**config.mk**
```make
export PLATFORM = sky130hd
export DESIGN_NAME = pxm_crossbar
export DESIGN_NICKNAME = d
export VERILOG_FILES = /design/src/verilog/pxm_sync.v /design/src/verilog/pxm_match.v /design/src/verilog/pxm_crossbar.v
export VERILOG_INCLUDE_DIRS = /design/src /design/src/verilog
export SDC_FILE = /design/constraint.sdc
export NUM_CORES = 1
export LEC_CHECK = 0
export BUFFER_PORTS_ARGS = -buffer_cell sky130_fd_sc_hd__buf_4
export CAP_MARGIN = 30
export CORE_MARGIN = 4
export CORE_UTILIZATION = 37
export DETAILED_ROUTE_END_ITERATION = 6
export GPL_ROUTABILITY_DRIVEN = 0
export HOLD_SLACK_MARGIN = 0.05
export PLACE_DENSITY_LB_ADDON = 0.3
export SYNTH_ARGS = -nofsm -noshare
export SYNTH_HDL_FRONTEND = slang
export SYNTH_SLANG_ARGS = --single-unit
```
**constraint.sdc**
```tcl
create_clock -name ref_clk_in -period 1.97 [get_ports ref_clk_in]
set_clock_uncertainty 0.15 [all_clocks]
set_input_delay 0.4925 -clock ref_clk_in [delete_from_list [all_inputs] [get_ports ref_clk_in]]
set_output_delay 0.4925 -clock ref_clk_in [all_outputs]
set_load 0.02 [all_outputs]
```
**src/verilog/pxm_map.vh**
```
`ifndef PXM_MAP_VH
`define PXM_MAP_VH
// ****************************************
// Register addresses
// ****************************************
`define PXM_ADDR_ROUTE0   8'hE1
`define PXM_ADDR_ROUTE1   8'hE2
`define PXM_ADDR_MASK0    8'hFE
`define PXM_ADDR_P0EXP    8'hFD
`define PXM_ADDR_MASK1    8'hEE
`define PXM_ADDR_P1EXP    8'hED
// ****************************************
// Reset values
// ****************************************
`define PXM_RST_ROUTE0    8'h00
`define PXM_RST_ROUTE1    8'h00
`define PXM_RST_MASK      8'h00
`define PXM_RST_EXP       8'hFF
// ****************************************
// Route register 0 fields
// ****************************************
`define PXM_R0_EEPUP      7
`define PXM_R0_SMB1       6
`define PXM_R0_CMPA       5
`define PXM_R0_CMP        4
`define PXM_R0_CLK        3
`define PXM_R0_SMB0       2
`define PXM_R0_SPI        1
`define PXM_R0_UART       0
// ****************************************
// Route register 1 fields
// ****************************************
`define PXM_R1_WPUD       7
`define PXM_R1_XBEN       6
`define PXM_R1_T1         5
`define PXM_R1_T0         4
`define PXM_R1_EXTCNT     3
`define PXM_R1_UNUSED     2
`define PXM_R1_CH_HI      1
`define PXM_R1_CH_LO      0
`define PXM_R1_WMASK      8'hFB
`endif

```
**src/verilog/pxm_sync.v**
```verilog
`timescale 1ns/1ps
`default_nettype none
// ****************************************
// Three-stage pin synchroniser, 8 bits
// ****************************************
module pxm_sync (
  input  wire       ref_clk_in,
  input  wire       nrst_in,
  input  wire [7:0] pin_in,
  output reg  [7:0] level_out
);
  reg [7:0] s1_q;
  reg [7:0] s2_q;
  reg [7:0] s3_q;

  // Level changes only once stages two and three agree
  always @(posedge ref_clk_in) begin
    if (!nrst_in) begin
      s1_q      <= 8'h00;
      s2_q      <= 8'h00;
      s3_q      <= 8'h00;
      level_out <= 8'h00;
    end else begin
      s1_q <= pin_in;
      s2_q <= s1_q;
      s3_q <= s2_q;
      level_out <= (s2_q & s3_q) | (level_out & (s2_q | s3_q));
    end
  end
endmodule // pxm_sync
`default_nettype wire

```
**src/verilog/pxm_match.v**
```verilog
`timescale 1ns/1ps
`default_nettype none
// ****************************************
// Masked compare of one port
// ****************************************
module pxm_match (
  input  wire       ref_clk_in,
  input  wire       nrst_in,
  input  wire [7:0] level_in,
  input  wire [7:0] mask_in,
  input  wire [7:0] expect_in,
  output reg        miss_out
);
  // Registered so the main module output stays a flop
  always @(posedge ref_clk_in) begin
    if (!nrst_in)
      miss_out <= 1'b0;
    else
      miss_out <= |((level_in ^ expect_in) & mask_in);
  end
endmodule // pxm_match
`default_nettype wire

```
**src/verilog/pxm_crossbar.v**
```verilog
//
// Behaviour
// - Strong pullups on P2.2, P2.3 when set
// - Second SMBus reaches pins only when set
// - Async comparator output routed when set
// - Sync comparator output routed when set
// - Inverted system clock routed when set
// - First SMBus data and clock routed
// - SPI routed, three or four pins
// - UART fixed on P0.4 and P0.5
// - Weak pullups on unless disabled
// - Timer 1 input routed when set
// - Timer 0 input routed when set
// - Counter external count input routed
// - Unused bit reads zero, ignores writes
// - Channel field routes zero to three channels
// - Masked port levels differ gives mismatch
// - Compare uses real pin levels always
// - Mismatch usable for interrupt and wake
// - Mask zero excludes pin from compare
// - Expected bit selects low or high; resets ones
// - Crossbar off keeps drivers off
`timescale 1ns/1ps
`default_nettype none
`include "pxm_map.vh"
module pxm_crossbar (
  input  wire       ref_clk_in,
  input  wire       nrst_in,
  input  wire [7:0] sfr_addr_in,
  input  wire       sfr_wr_in,
  input  wire       sfr_rd_in,
  input  wire [7:0] sfr_wdata_in,
  output reg  [7:0] sfr_rdata_out,
  input  wire [7:0] port0_pin_in,
  input  wire [7:0] port1_pin_in,
  input  wire       spi_four_wire_in,
  output reg        crossbar_enable_out,
  output reg        eeprom_strong_pullup_en_out,
  output reg        weak_pullup_en_out,
  output reg        uart_route_en_out,
  output reg        spi_route_en_out,
  output reg  [2:0] spi_pin_count_out,
  output reg        first_smbus_route_en_out,
  output reg        inv_clock_out_route_en_out,
  output reg        cmp_out_route_en_out,
  output reg        cmp_async_out_route_en_out,
  output reg        second_smbus_route_en_out,
  output reg        timer0_input_route_en_out,
  output reg        timer1_input_route_en_out,
  output reg        ext_count_input_route_en_out,
  output reg  [2:0] counter_channel_en_out,
  output reg        port_mismatch_out
);
  // ****************************************
  // Registers
  // ****************************************
  reg  [7:0] route0_q;
  reg  [7:0] route1_q;
  reg  [7:0] port0_compare_mask_q;
  reg  [7:0] port1_compare_mask_q;
  reg  [7:0] p0exp_q;
  reg  [7:0] p1exp_q;
  wire [7:0] p0_lvl;
  wire [7:0] p1_lvl;
  wire       p0_miss;
  wire       p1_miss;
  wire       xb_on;

  // Channel field to per-channel enables
  function [2:0] chan_decode;
    input [1:0] sel;
    begin
      case (sel)
        2'b01:   chan_decode = 3'b001;
        2'b10:   chan_decode = 3'b011;
        2'b11:   chan_decode = 3'b111;
        default: chan_decode = 3'b000;
      endcase
    end
  endfunction

  always @(posedge ref_clk_in) begin
    if (!nrst_in) begin
      route0_q <= `PXM_RST_ROUTE0;
      route1_q <= `PXM_RST_ROUTE1;
      port0_compare_mask_q <= `PXM_RST_MASK;
      port1_compare_mask_q <= `PXM_RST_MASK;
      p0exp_q  <= `PXM_RST_EXP;
      p1exp_q  <= `PXM_RST_EXP;
    end else if (sfr_wr_in) begin
      case (sfr_addr_in)
        `PXM_ADDR_ROUTE0: route0_q <= sfr_wdata_in;
        `PXM_ADDR_ROUTE1: route1_q <= sfr_wdata_in & `PXM_R1_WMASK;
        `PXM_ADDR_MASK0:  port0_compare_mask_q <= sfr_wdata_in;
        `PXM_ADDR_MASK1:  port1_compare_mask_q <= sfr_wdata_in;
        `PXM_ADDR_P0EXP:  p0exp_q  <= sfr_wdata_in;
        `PXM_ADDR_P1EXP:  p1exp_q  <= sfr_wdata_in;
        default: begin
        end
      endcase
    end
  end

  // Read data registered; unmapped addresses answer zero
  always @(posedge ref_clk_in) begin
    if (!nrst_in)
      sfr_rdata_out <= 8'h00;
    else if (sfr_rd_in) begin
      case (sfr_addr_in)
        `PXM_ADDR_ROUTE0: sfr_rdata_out <= route0_q;
        `PXM_ADDR_ROUTE1: sfr_rdata_out <= route1_q & `PXM_R1_WMASK;
        `PXM_ADDR_MASK0:  sfr_rdata_out <= port0_compare_mask_q;
        `PXM_ADDR_MASK1:  sfr_rdata_out <= port1_compare_mask_q;
        `PXM_ADDR_P0EXP:  sfr_rdata_out <= p0exp_q;
        `PXM_ADDR_P1EXP:  sfr_rdata_out <= p1exp_q;
        default:          sfr_rdata_out <= 8'h00;
      endcase
    end
  end

  // ****************************************
  // Routing enables
  // ****************************************
  assign xb_on = route1_q[`PXM_R1_XBEN];

  // Every route except the two pullup enables gated by the crossbar enable so no driver turns on early
  always @(posedge ref_clk_in) begin
    if (!nrst_in) begin
      crossbar_enable_out          <= 1'b0;
      eeprom_strong_pullup_en_out  <= 1'b0;
      weak_pullup_en_out           <= 1'b0;
      uart_route_en_out            <= 1'b0;
      spi_route_en_out             <= 1'b0;
      spi_pin_count_out            <= 3'd0;
      first_smbus_route_en_out     <= 1'b0;
      inv_clock_out_route_en_out   <= 1'b0;
      cmp_out_route_en_out         <= 1'b0;
      cmp_async_out_route_en_out   <= 1'b0;
      second_smbus_route_en_out    <= 1'b0;
      timer0_input_route_en_out    <= 1'b0;
      timer1_input_route_en_out    <= 1'b0;
      ext_count_input_route_en_out <= 1'b0;
      counter_channel_en_out       <= 3'b000;
    end else begin
      crossbar_enable_out          <= xb_on;
      eeprom_strong_pullup_en_out  <= route0_q[`PXM_R0_EEPUP];
      weak_pullup_en_out           <= ~route1_q[`PXM_R1_WPUD];
      uart_route_en_out            <= xb_on & route0_q[`PXM_R0_UART];
      spi_route_en_out             <= xb_on & route0_q[`PXM_R0_SPI];
      spi_pin_count_out            <= (xb_on & route0_q[`PXM_R0_SPI]) ?
                                      (spi_four_wire_in ? 3'd4 : 3'd3) : 3'd0;
      first_smbus_route_en_out     <= xb_on & route0_q[`PXM_R0_SMB0];
      inv_clock_out_route_en_out   <= xb_on & route0_q[`PXM_R0_CLK];
      cmp_out_route_en_out         <= xb_on & route0_q[`PXM_R0_CMP];
      cmp_async_out_route_en_out   <= xb_on & route0_q[`PXM_R0_CMPA];
      second_smbus_route_en_out    <= xb_on & route0_q[`PXM_R0_SMB1];
      timer0_input_route_en_out    <= xb_on & route1_q[`PXM_R1_T0];
      timer1_input_route_en_out    <= xb_on & route1_q[`PXM_R1_T1];
      ext_count_input_route_en_out <= xb_on & route1_q[`PXM_R1_EXTCNT];
      counter_channel_en_out       <= xb_on ?
        chan_decode(route1_q[`PXM_R1_CH_HI:`PXM_R1_CH_LO]) : 3'b000;
    end
  end

  // ****************************************
  // Port match
  // ****************************************
  // Raw pins, not the routed view, feed the compare
  pxm_sync u_sync0 (
    .ref_clk_in (ref_clk_in),
    .nrst_in    (nrst_in),
    .pin_in     (port0_pin_in),
    .level_out  (p0_lvl)
  );
  pxm_sync u_sync1 (
    .ref_clk_in (ref_clk_in),
    .nrst_in    (nrst_in),
    .pin_in     (port1_pin_in),
    .level_out  (p1_lvl)
  );
  pxm_match u_m0 (
    .ref_clk_in (ref_clk_in),
    .nrst_in    (nrst_in),
    .level_in   (p0_lvl),
    .mask_in    (port0_compare_mask_q),
    .expect_in  (p0exp_q),
    .miss_out   (p0_miss)
  );
  pxm_match u_m1 (
    .ref_clk_in (ref_clk_in),
    .nrst_in    (nrst_in),
    .level_in   (p1_lvl),
    .mask_in    (port1_compare_mask_q),
    .expect_in  (p1exp_q),
    .miss_out   (p1_miss)
  );

  // Level, not sticky: interrupt and wake logic latch it themselves
  always @(posedge ref_clk_in) begin
    if (!nrst_in)
      port_mismatch_out <= 1'b0;
    else
      port_mismatch_out <= p0_miss | p1_miss;
  end
endmodule // pxm_crossbar
`default_nettype wire

```
==> results by group, run 1 <==
Critical path
  • Crit Path Class: input pin to flip-flop
  • Worst-path cell chain: buf_4 -> nand4b_2 -> or3_1 -> buf_4 -> o21ai_2
  • Reg2reg setup slack: 620 ps
  • Worst reg-to-reg path cell count: 4
  • CP max stage cell: or3_1
  • Critical path capture point: port0_compare_mask_q[0]$_SDFFE_PN0P_
  • CP endpoint kind: flip-flop
  • Slowest stage delay, CP: 600 ps
  • FF-to-FF End: sfr_rdata_out[5]$_SDFFE_PN0P_
  • Crit path from: sfr_addr_in[0]
  • Most used cell, CP: buf_4
  • Critical Path RT: 2170 ps
  • Critical path launch point type: input pin
  • Crit Path Max Fanout: 12
  • CP arrival: 1800 ps
  • R2r startpoint: p0exp_q[5]$_SDFFE_PN1P_

Cells and area
  • Core Util, Final: 0.483
  • Layout Cells excl Fill: 750
  • Design area: 6390 sq um
  • # diodes: 0
  • Layout net count: 598
  • Layout cells sized above 1: 0.251
  • Area grow syn2layout: 27.9%

Route
  • DR vias: 3712
  • Met3 wire length: 583 microns
  • Avg WL per Cell: 14.8 microns
  • WL met2: 5310 microns
  • Drt pass-1 iters: 5
  • Drt total wl: 11100 microns
  • DRT met1 WL: 5020 microns
  • Starting DRT DRC Count: 202
  • DR top layer: met4
  • Antenna Violating Nets Remaining: 0
  • Drt drc: 0
  • Vias/cell: 4.95

Clocking
  • CTS sink cnt: 140
  • Max Buffers Root-to-Sink: 2
  • Post-cts resize count: 0
  • CTS tree: done
  • Post-CTS setup buffers: 0
  • Hold-fix buffers at CTS: 0
  • CTS Root Cell: clkbuf_16
  • CTS clk-pin slew, worst paths: 60 ps
  • Clock insertion delay at the later pin of the skew report: 420 ps
  • CTS buffer count: 17
  • Htree depth: 4

Synth
  • Seq cells post-synth: 140
  • Cells after Synth: 487
  • Syn avg cell area: 10.3 sq um
  • Post-synth top cells: 140 x dfxtp_1, 53 x and2_1, 43 x nand2_1
  • Yosys top cell area share: 0.561
  • Synth area leader: dfxtp_1
  • Synth area leaders: dfxtp_1 56%, and2_1 6.6%, mux2i_1 5.6%, nand2_1 3.2%, o21ai_0 3.2%
  • Syn_nets: 524
  • Synth unique cells: 32
  • Async S/R FF share, synth: 0
  • Yosys warns: 0
  • Count leader, synth: dfxtp_1
  • Seq/Total Area, Yosys: 0.561
  • Most used DFF post-synth: dfxtp_1
  • Post-Synthesis Cell Area: 5000 sq um
  • Number of synthesized flops with an enable pin: 0

Place
  • DP Worst Slack: -35.5 ps
  • Dpl cells: 718
  • Port bufs: 64
  • Detailed placement HPWL: 7790 microns
  • Placed inst area: 5750 sq um

Pwr
  • Seq pwr share: 0.442
  • Leak: 2.56 nW
  • Clock share of power: 0.517
  • Combinational Power Share: 0.041
  • Total net switching power: 1.42 mW
  • Pint: 5.15 mW
  • Max VDD drop: 0.576 mV
  • PwrDens: 1030 nW/um^2
  • Switching share of power: 0.217

Floorplan
  • Initial Utilization: 0.377
  • Num ports: 65
  • Die width: 124 microns
  • Core ar.: 13200 sq um
  • Num rows: 42
  • Die area: 15400 sq um
  • Die height: 124 microns

GRT
  • Largest net degree at the start of global routing: 39
  • Gr usage total: 0.147
  • Initial antenna violation count: 0
  • Grt total ovfl: 0
  • Number of global-route vias before repair: 3604
  • First-pass GRT wire length: 18100 microns

STA
  • Final slew viol count: 0
  • Hold Vio Cnt, Final: 0
  • Unrepaired setup endpoints after global routing: no
  • Min Clock Period, post-route: 1610 ps
  • Max Clk Rate: 0.623 GHz
  • Setup tns final: 0 ps
  • Final worst path period share: 0.815
  • Slew headroom: 0.667
  • Final Setup Violations: 0
  • Post-route setup slack: 364 ps
  • Least-Margin Pin Slew: 500 ps

Run
  • Max cap viols: 0

Min path
  • Worst min path class: input pin to flip-flop

Run status
  • Status: finished clean
-- worst min path at each step --
stage,startpoint,to,slack (ps),cells after the start
floorplan,u_m0.miss_out$_SDFF_PN0_,port_mismatch_out$_SDFF_PN0_,260,2
CTS,spi_four_wire_in,spi_pin_count_out[1]$_SDFF_PN0_,70,2
detailed placement,u_sync0.s1_q[6]$_SDFF_PN0_,u_sync0.s2_q[6]$_SDFF_PN0_,270,1
finish,spi_four_wire_in,spi_pin_count_out[1]$_SDFF_PN0_,90,2
global route,spi_four_wire_in,spi_pin_count_out[1]$_SDFF_PN0_,90,2
global placement,u_sync1.s1_q[3]$_SDFF_PN0_,u_sync1.s2_q[3]$_SDFF_PN0_,260,1
-- cell families after synthesis --
family          share of synthesized area
compound gates                      0.148
buf+inv                            0.0335
mux                                0.0561
xor+xnor                           0.0280
simple gates                        0.174
flops                               0.561
-- area by class of cell --
class / count / area, sq um
sequential: 140 / 2800
clock inverter: 15 / 214
inverter: 2 / 7.51
tap: 176 / 220
timing repair buffer: 86 / 696
clock buffer: 17 / 425
fill: 1253 / 6850
multi-input combinational: 314 / 2030
-- sequential cells by signal (all words and copies together) (netlist names), 2 cells and up --
name                    flops
route0_q                    8
port1_compare_mask_q        8
route1_q                    7
port0_compare_mask_q        8
p1exp_q                     8
u_sync1.level_out           8
u_sync1.s2_q                8
p0exp_q                     8
spi_pin_count_out           2
u_sync1.s1_q                8
u_sync1.s3_q                8
u_sync0.level_out           8
u_sync0.s1_q                8
sfr_rdata_out               8
u_sync0.s3_q                8
counter_channel_en_out      3
u_sync0.s2_q                8
-- power groups by stage --
stage	clock, mW	sequential, mW	combinational (mW)
global placement	0	2.96	0.264
global route	3.62	2.91	0.294
CTS	3.46	2.90	0.271
floorplan	0	2.97	0.121
detailed placement	0	2.97	0.270
finish	3.40	2.90	0.268
-- worst max-delay path: cells and delay by family --
family                 cells  cell delay [ps]
buffers and inverters      2              380
AOI/OAI and AO/OA          1              100
and+or+nand+nor            2              820
-- metrics by stage --
stage	total power, mW	hold slack (ps)
2_1_floorplan	3.09	261
3_3_place_gp	3.23	264
3_5_place_dp	3.23	268
4_1_cts	6.63	73.2
5_1_grt	6.82	85.9
6_report	6.57	92.5
-- cells in the final DEF (no fill, tap or decap), types with 7 or more instances in the layout --
cell type / Yosys / routed
dfxtp_1: 140 / 140
o22ai_1: 8 / 8
and2_1: 53 / 53
a22oi_1: 19 / 19
xor2_1: 16 / 16
mux2i_1: 28 / 28
clkbuf_16: 0 / 17
o21ai_0: 32 / 32
buf_4: 2 / 82
o21ai_1: 7 / 7
nand2_1: 43 / 43
and3_1: 12 / 12
nand3_1: 25 / 25
o21ai_2: 16 / 16
a21oi_1: 22 / 22
-- routing by layer --
metal	vias up	track usage
li1	1853	-
met1	1762	0.184
met2	82	0.233
met3	15	0.0511
met4	0	0.0567
met5	-	0
No activity file was read; power rests on OpenSTA's default activity.
==> inputs of run 2 (changes only) <==
Clock period 1.97 ns to 1.31 ns, I/O delays scaled along.
==> run 2 against run 1 <==
  * Critical endpoint is now sfr_rdata_out[7]
  * The run now ends with setup timing left
  * Register-to-register slack worse by 580 ps
  * Worst hold slack improved by 70 ps
  * Non-clock buffer count grew 43
  * Via count rose by 3.4%
  * Cell area rose by 10%
  * Sequential cell count did not move
  * First-iteration DRC count increased by 8.9%
==> results by group, run 2 (synthesis results as in run 1) <==
Place
  • Port bufs: 64
  • Detailed placement HPWL: 7870 microns

Critical path
  • CP endpoint kind: output port
  • Largest delay share family, worst path: flip-flops
  • Crit Path Class: flip-flop to output port
  • Critical path launch point type: flip-flop
  • R2r startpoint: p1exp_q[0]$_SDFFE_PN1P_
  • Worst-path cell chain: buf_6
  • WP buf/inv: 1
  • Reg2reg setup slack: 40 ps
  • CP max stage cell: dfxtp_2
  • FF-to-FF End: sfr_rdata_out[0]$_SDFFE_PN0P_
  • Crit Path Max Fanout: 2
  • Slowest stage delay, CP: 340 ps
  • CP arrival: 880 ps
  • Worst reg-to-reg path cell count: 4
  • Critical Path RT: 830 ps

Clocking
  • CTS clk-pin slew, worst paths: 60 ps
  • CTS buffer count: 17
  • Max Buffers Root-to-Sink: 2
  • Htree depth: 4
  • Clock insertion delay at the later pin of the skew report: 420 ps
  • CTS Root Cell: clkbuf_16
  • CTS sink cnt: 140
  • CTS tree: done

Cells and area
  • Layout cells sized above 1: 0.332
  • Area grow syn2layout: 41.3%
  • Layout net count: 641
  • Layout fillers: 1122
  • Most frequent cells in the layout: 113 x dfxtp_1, 64 x buf_4, 53 x and2_1, 43 x nand2_1, 32 x buf_6
  • # diodes: 0
  • Most common cell after layout, fill and taps aside: dfxtp_1

Floorplan
  • Num ports: 65
  • Die width: 124 microns
  • Num rows: 42
  • Core ar.: 13200 sq um
  • Initial Utilization: 0.377
  • Die height: 124 microns
  • Die area: 15400 sq um

GRT
  • Number of global-route vias before repair: 3830
  • Gr usage total: 0.150
  • Initial antenna violation count: 0
  • Largest net degree at the start of global routing: 51
  • First-pass GRT wire length: 18600 microns
  • Grt total ovfl: 0

Route
  • Antenna Violating Nets Remaining: 0
  • Avg WL per Cell: 14.3 microns
  • Starting DRT DRC Count: 220
  • Vias/cell: 4.84
  • DR vias: 3839
  • Drt total wl: 11300 microns
  • Drt drc: 0
  • Drt pass-1 iters: 5

STA
  • Post-route setup slack: -45.6 ps
  • Final worst path period share: 1.03
  • Unrepaired setup endpoints after global routing: yes
  • Final Setup Violations: 28
  • Hold Vio Cnt, Final: 0
  • Max Clk Rate: 0.738 GHz
  • Min Clock Period, post-route: 1360 ps
  • Final slew viol count: 0
  • WHS: 162 ps
  • Least-Margin Pin Slew: 272 ps
  • Slew headroom: 0.819

Pwr
  • Leak: 2.83 nW
  • Max VDD drop: 1.01 mV
  • Total power: 9.83 mW
  • PwrDens: 1390 nW/um^2

Run
  • Max cap viols: 0

Min path
  • Hold depth: 3
  • Worst min path class: input pin to flip-flop
  • Hold Path End: p1exp_q[1]$_SDFFE_PN1P_
  • HP Start: nrst_in

Run status
  • Failing checks: setup timing
  • Status: finished with violations
## run 2: cell types whose count changed in the layout (fill, tap and decap cells not counted), moves of 8 or more
cell | before | now
a22oi_1 | 19 | 11
dfxtp_2 | 0 | 27
dfxtp_1 | 140 | 113
dlygate4sd3_1 | 0 | 26
buf_4 | 82 | 64
buf_6 | 0 | 32
a22oi_2 | 0 | 8
## run 2: worst max-delay path by stage
stage | startpoint | cells after the start | endpoint
2_1_floorplan | sfr_addr_in[0] | 6 | port1_compare_mask_q[6]$_SDFFE_PN0P_
3_3_place_gp | sfr_addr_in[4] | 6 | sfr_rdata_out[5]$_SDFFE_PN0P_
3_5_place_dp | sfr_addr_in[0] | 7 | route1_q[5]$_SDFFE_PN0P_
4_1_cts | sfr_rdata_out[7]$_SDFFE_PN0P_ | 1 | sfr_rdata_out[7]
5_1_grt | sfr_rdata_out[7]$_SDFFE_PN0P_ | 1 | sfr_rdata_out[7]
6_report | sfr_rdata_out[7]$_SDFFE_PN0P_ | 1 | sfr_rdata_out[7]
## run 2: area by class of cell
class / instances / area, sq um / share of cell area
clock buffer: 20 / 457 / 0.0647
tap: 176 / 220 / 0.0312
multi-input combinational: 314 / 2140 / 0.303
sequential: 140 / 2840 / 0.402
inverter: 2 / 7.51 / 0.00106
clock inverter: 12 / 160 / 0.0227
timing repair buffer: 129 / 1240 / 0.176
## run 2: power by group
group,total [mW],internal [mW],switching (mW)
Clock,4.91,3.11,1.80
Sequential,4.37,4.34,0.0318
Combinational,0.547,0.296,0.251
Total,9.83,7.75,2.08
## run 2: timing repair
| item | 4_1_cts | 5_1_grt |
|---|---|---|
| hold buffers | 26 | 0 |
| pin swaps | 1 | 5 |
| resized for setup | 58 | 12 |
| buffers inserted | 2 | 4 |
| setup endpoints to repair | 30 | 46 |
| hold endpoints to repair | 40 | 0 |
## run 2: metrics by stage
step	cells	setup slack [ps]	area [sq um]	util	setup TNS, ps
floorplan	487	-228	5120	-	-6780
global placement	729	-380	5920	0.447	-16740
detailed placement	729	-390	5920	0.447	-17530
CTS	789	-57.6	6960	0.526	-1120
global route	793	-80.9	7060	0.533	-1610
finish	793	-45.6	7060	0.533	-588
## run 2: routing by layer
metal	global-route usage	routed length, microns	vias up
met1	0.188	5170	1795
met2	0.236	5440	88
met4	0.0522	153	0
met3	0.0550	559	16
li1	-	-	1940
met5	0	0	-
==> inputs of run 3 (changes only) <==
Settings changed: ABC_CLOCK_PERIOD_IN_PS set to 1310, GPL_TIMING_DRIVEN set to 0.
==> run 3 against run 2 <==
  * First-iteration DRC count fell by 6.8%
  * The run still ends with setup timing left
  * Maximum frequency fell by 5.5%
  * Clock power barely moved
  * Wire length rose by 10%
  * Cell area fell by 0.28%
  * Global-route usage rose by 1.6 points
  * Worst hold slack got worse by 81 ps
==> results by group, run 3 (synthesis results as in run 1) <==
Run status
  • Status: finished with violations
  • Failing checks: setup timing

Route
  • Antenna Violating Nets Remaining: 0
  • Drt pass-1 iters: 5
  • Drt drc: 0
  • Starting DRT DRC Count: 205
  • Vias/cell: 4.95
  • Avg WL per Cell: 15.7 microns
  • Drt total wl: 12500 microns
  • DR vias: 3943

Critical path
  • Worst-path cell chain: buf_6 -> buf_6
  • CP max stage cell: dfxtp_2
  • WP buf/inv: 2
  • FF-to-FF End: sfr_rdata_out[0]$_SDFFE_PN0P_
  • Slowest stage delay, CP: 320 ps
  • CP endpoint kind: output port
  • CP arrival: 960 ps
  • Worst reg-to-reg path cell count: 4
  • Reg2reg setup slack: 50 ps
  • Largest delay share family, worst path: flip-flops
  • Crit Path Class: flip-flop to output port
  • Critical Path RT: 830 ps
  • R2r startpoint: p0exp_q[0]$_SDFFE_PN1P_
  • Critical path launch point type: flip-flop
  • Most used cell, CP: buf_6
  • Crit Path Max Fanout: 2

Cells and area
  • Area grow syn2layout: 40.9%
  • Layout fillers: 1174
  • Most frequent cells in the layout: 112 x dfxtp_1, 53 x and2_1, 43 x nand2_1, 42 x buf_6, 41 x buf_4
  • # diodes: 0
  • Layout cells sized above 1: 0.327
  • Layout net count: 644
  • Layout Cells excl Fill: 796
  • Most common cell after layout, fill and taps aside: dfxtp_1
  • Design area: 7040 sq um
  • Area occupied by multi-input gates: 2150 sq um
  • Sequential cell area: 2840 sq um

Run
  • Max cap viols: 0

Clocking
  • Max Buffers Root-to-Sink: 2
  • CTS Root Cell: clkbuf_16
  • Htree depth: 4
  • CTS buffer count: 17
  • CTS clk-pin slew, worst paths: 60 ps
  • Clock insertion delay at the later pin of the skew report: 420 ps
  • CTS sink cnt: 140
  • CTS tree: done

Floorplan
  • Die area: 15400 sq um
  • Num ports: 65
  • Num rows: 42
  • Initial Utilization: 0.377
  • Die height: 124 microns
  • Die width: 124 microns
  • Core ar.: 13200 sq um

STA
  • Slew headroom: 0.626
  • Final Setup Violations: 32
  • Max Clk Rate: 0.697 GHz
  • Unrepaired setup endpoints after global routing: yes
  • Least-Margin Pin Slew: 561 ps
  • Final worst path period share: 1.10
  • Min Clock Period, post-route: 1430 ps
  • Hold Vio Cnt, Final: 0
  • Post-route setup slack: -125 ps
  • Final slew viol count: 0

Place
  • Placed inst area: 5810 sq um
  • Port bufs: 63
  • Detailed placement HPWL: 8790 microns
  • Dpl cells: 726

GRT
  • Gr usage total: 0.165
  • Largest net degree at the start of global routing: 17
  • Initial antenna violation count: 0
  • Number of global-route vias before repair: 3850
  • Grt total ovfl: 0
  • First-pass GRT wire length: 19900 microns

Min path
  • Hold depth: 2
  • Hold Path End: counter_channel_en_out[1]$_SDFF_PN0_
  • Worst min path class: input pin to flip-flop
  • HP Start: nrst_in

Pwr
  • Leak: 2.82 nW
  • Max VDD drop: 0.969 mV
  • PwrDens: 1400 nW/um^2
-- run 3: changes by cell type in the layout (fill, tap and decap cells not counted), moves of 5 or more --
cell      change
buf_4        -23
clkbuf_1      +7
buf_6        +10
clkbuf_2      +8
buf_12        -5
-- run 3: worst max path at each step --
stage | startpoint | end | slack (ps) | cells past startpoint
finish | spi_pin_count_out[1]$_SDFF_PN0_ | spi_pin_count_out[1] | -120 | 2
global route | spi_pin_count_out[1]$_SDFF_PN0_ | spi_pin_count_out[1] | -160 | 2
CTS | spi_pin_count_out[1]$_SDFF_PN0_ | spi_pin_count_out[1] | -150 | 2
detailed placement | nrst_in | sfr_rdata_out[7]$_SDFFE_PN0P_ | -660 | 4
global placement | nrst_in | sfr_rdata_out[6]$_SDFFE_PN0P_ | -650 | 4
floorplan | sfr_addr_in[0] | port1_compare_mask_q[6]$_SDFFE_PN0P_ | -230 | 6
-- run 3: final cells by class --
cell class,count,area share
Clock buffer,18,0.0624
Tap cell,176,0.0313
Multi-Input combinational cell,314,0.305
Timing Repair Buffer,101,0.136
Buffer,31,0.0352
Inverter,2,0.00107
Sequential cell,140,0.403
Clock inverter,14,0.0258
-- run 3: per-stage QoR --
step / power (mW) / hold WS [ps] / TNS, ps / utilization / worst slack [ps]
finish: 9.83 / 81.7 / -742 / 0.532 / -125
global route: 10.2 / 62.8 / -1940 / 0.532 / -163
CTS: 9.90 / 60.7 / -1230 / 0.522 / -145
detailed placement: 4.89 / 267 / -50970 / 0.439 / -664
global placement: 4.88 / 265 / -46550 / 0.439 / -645
floorplan: 4.67 / 249 / -6780 / - / -228
-- run 3: timing repair --
| item | CTS | global route |
|---|---|---|
| hold buffers | 25 | 0 |
| setup endpoints to repair | 78 | 62 |
| gates resized for setup | 62 | 30 |
| pin swaps | 3 | 9 |
| hold endpoints to repair | 34 | 0 |
| buffers inserted | 9 | 4 |
-- run 3: report_power, final --
| part | switching (mW) | internal (mW) | leakage (nW) |
|---|---|---|---|
| Sequential | 0.0309 | 4.34 | 1.15 |
| Clock | 1.86 | 3.08 | 0.302 |
| Combinational | 0.267 | 0.259 | 1.37 |
| Total | 2.16 | 7.68 | 2.82 |
-- run 3: routing by layer --
metal | track usage | vias up | wire length (microns)
met5 | 0 | - | 0
met4 | 0.0735 | 0 | 356
met3 | 0.0520 | 21 | 676
met2 | 0.257 | 111 | 5890
met1 | 0.211 | 1859 | 5570
li1 | - | 1952 | -
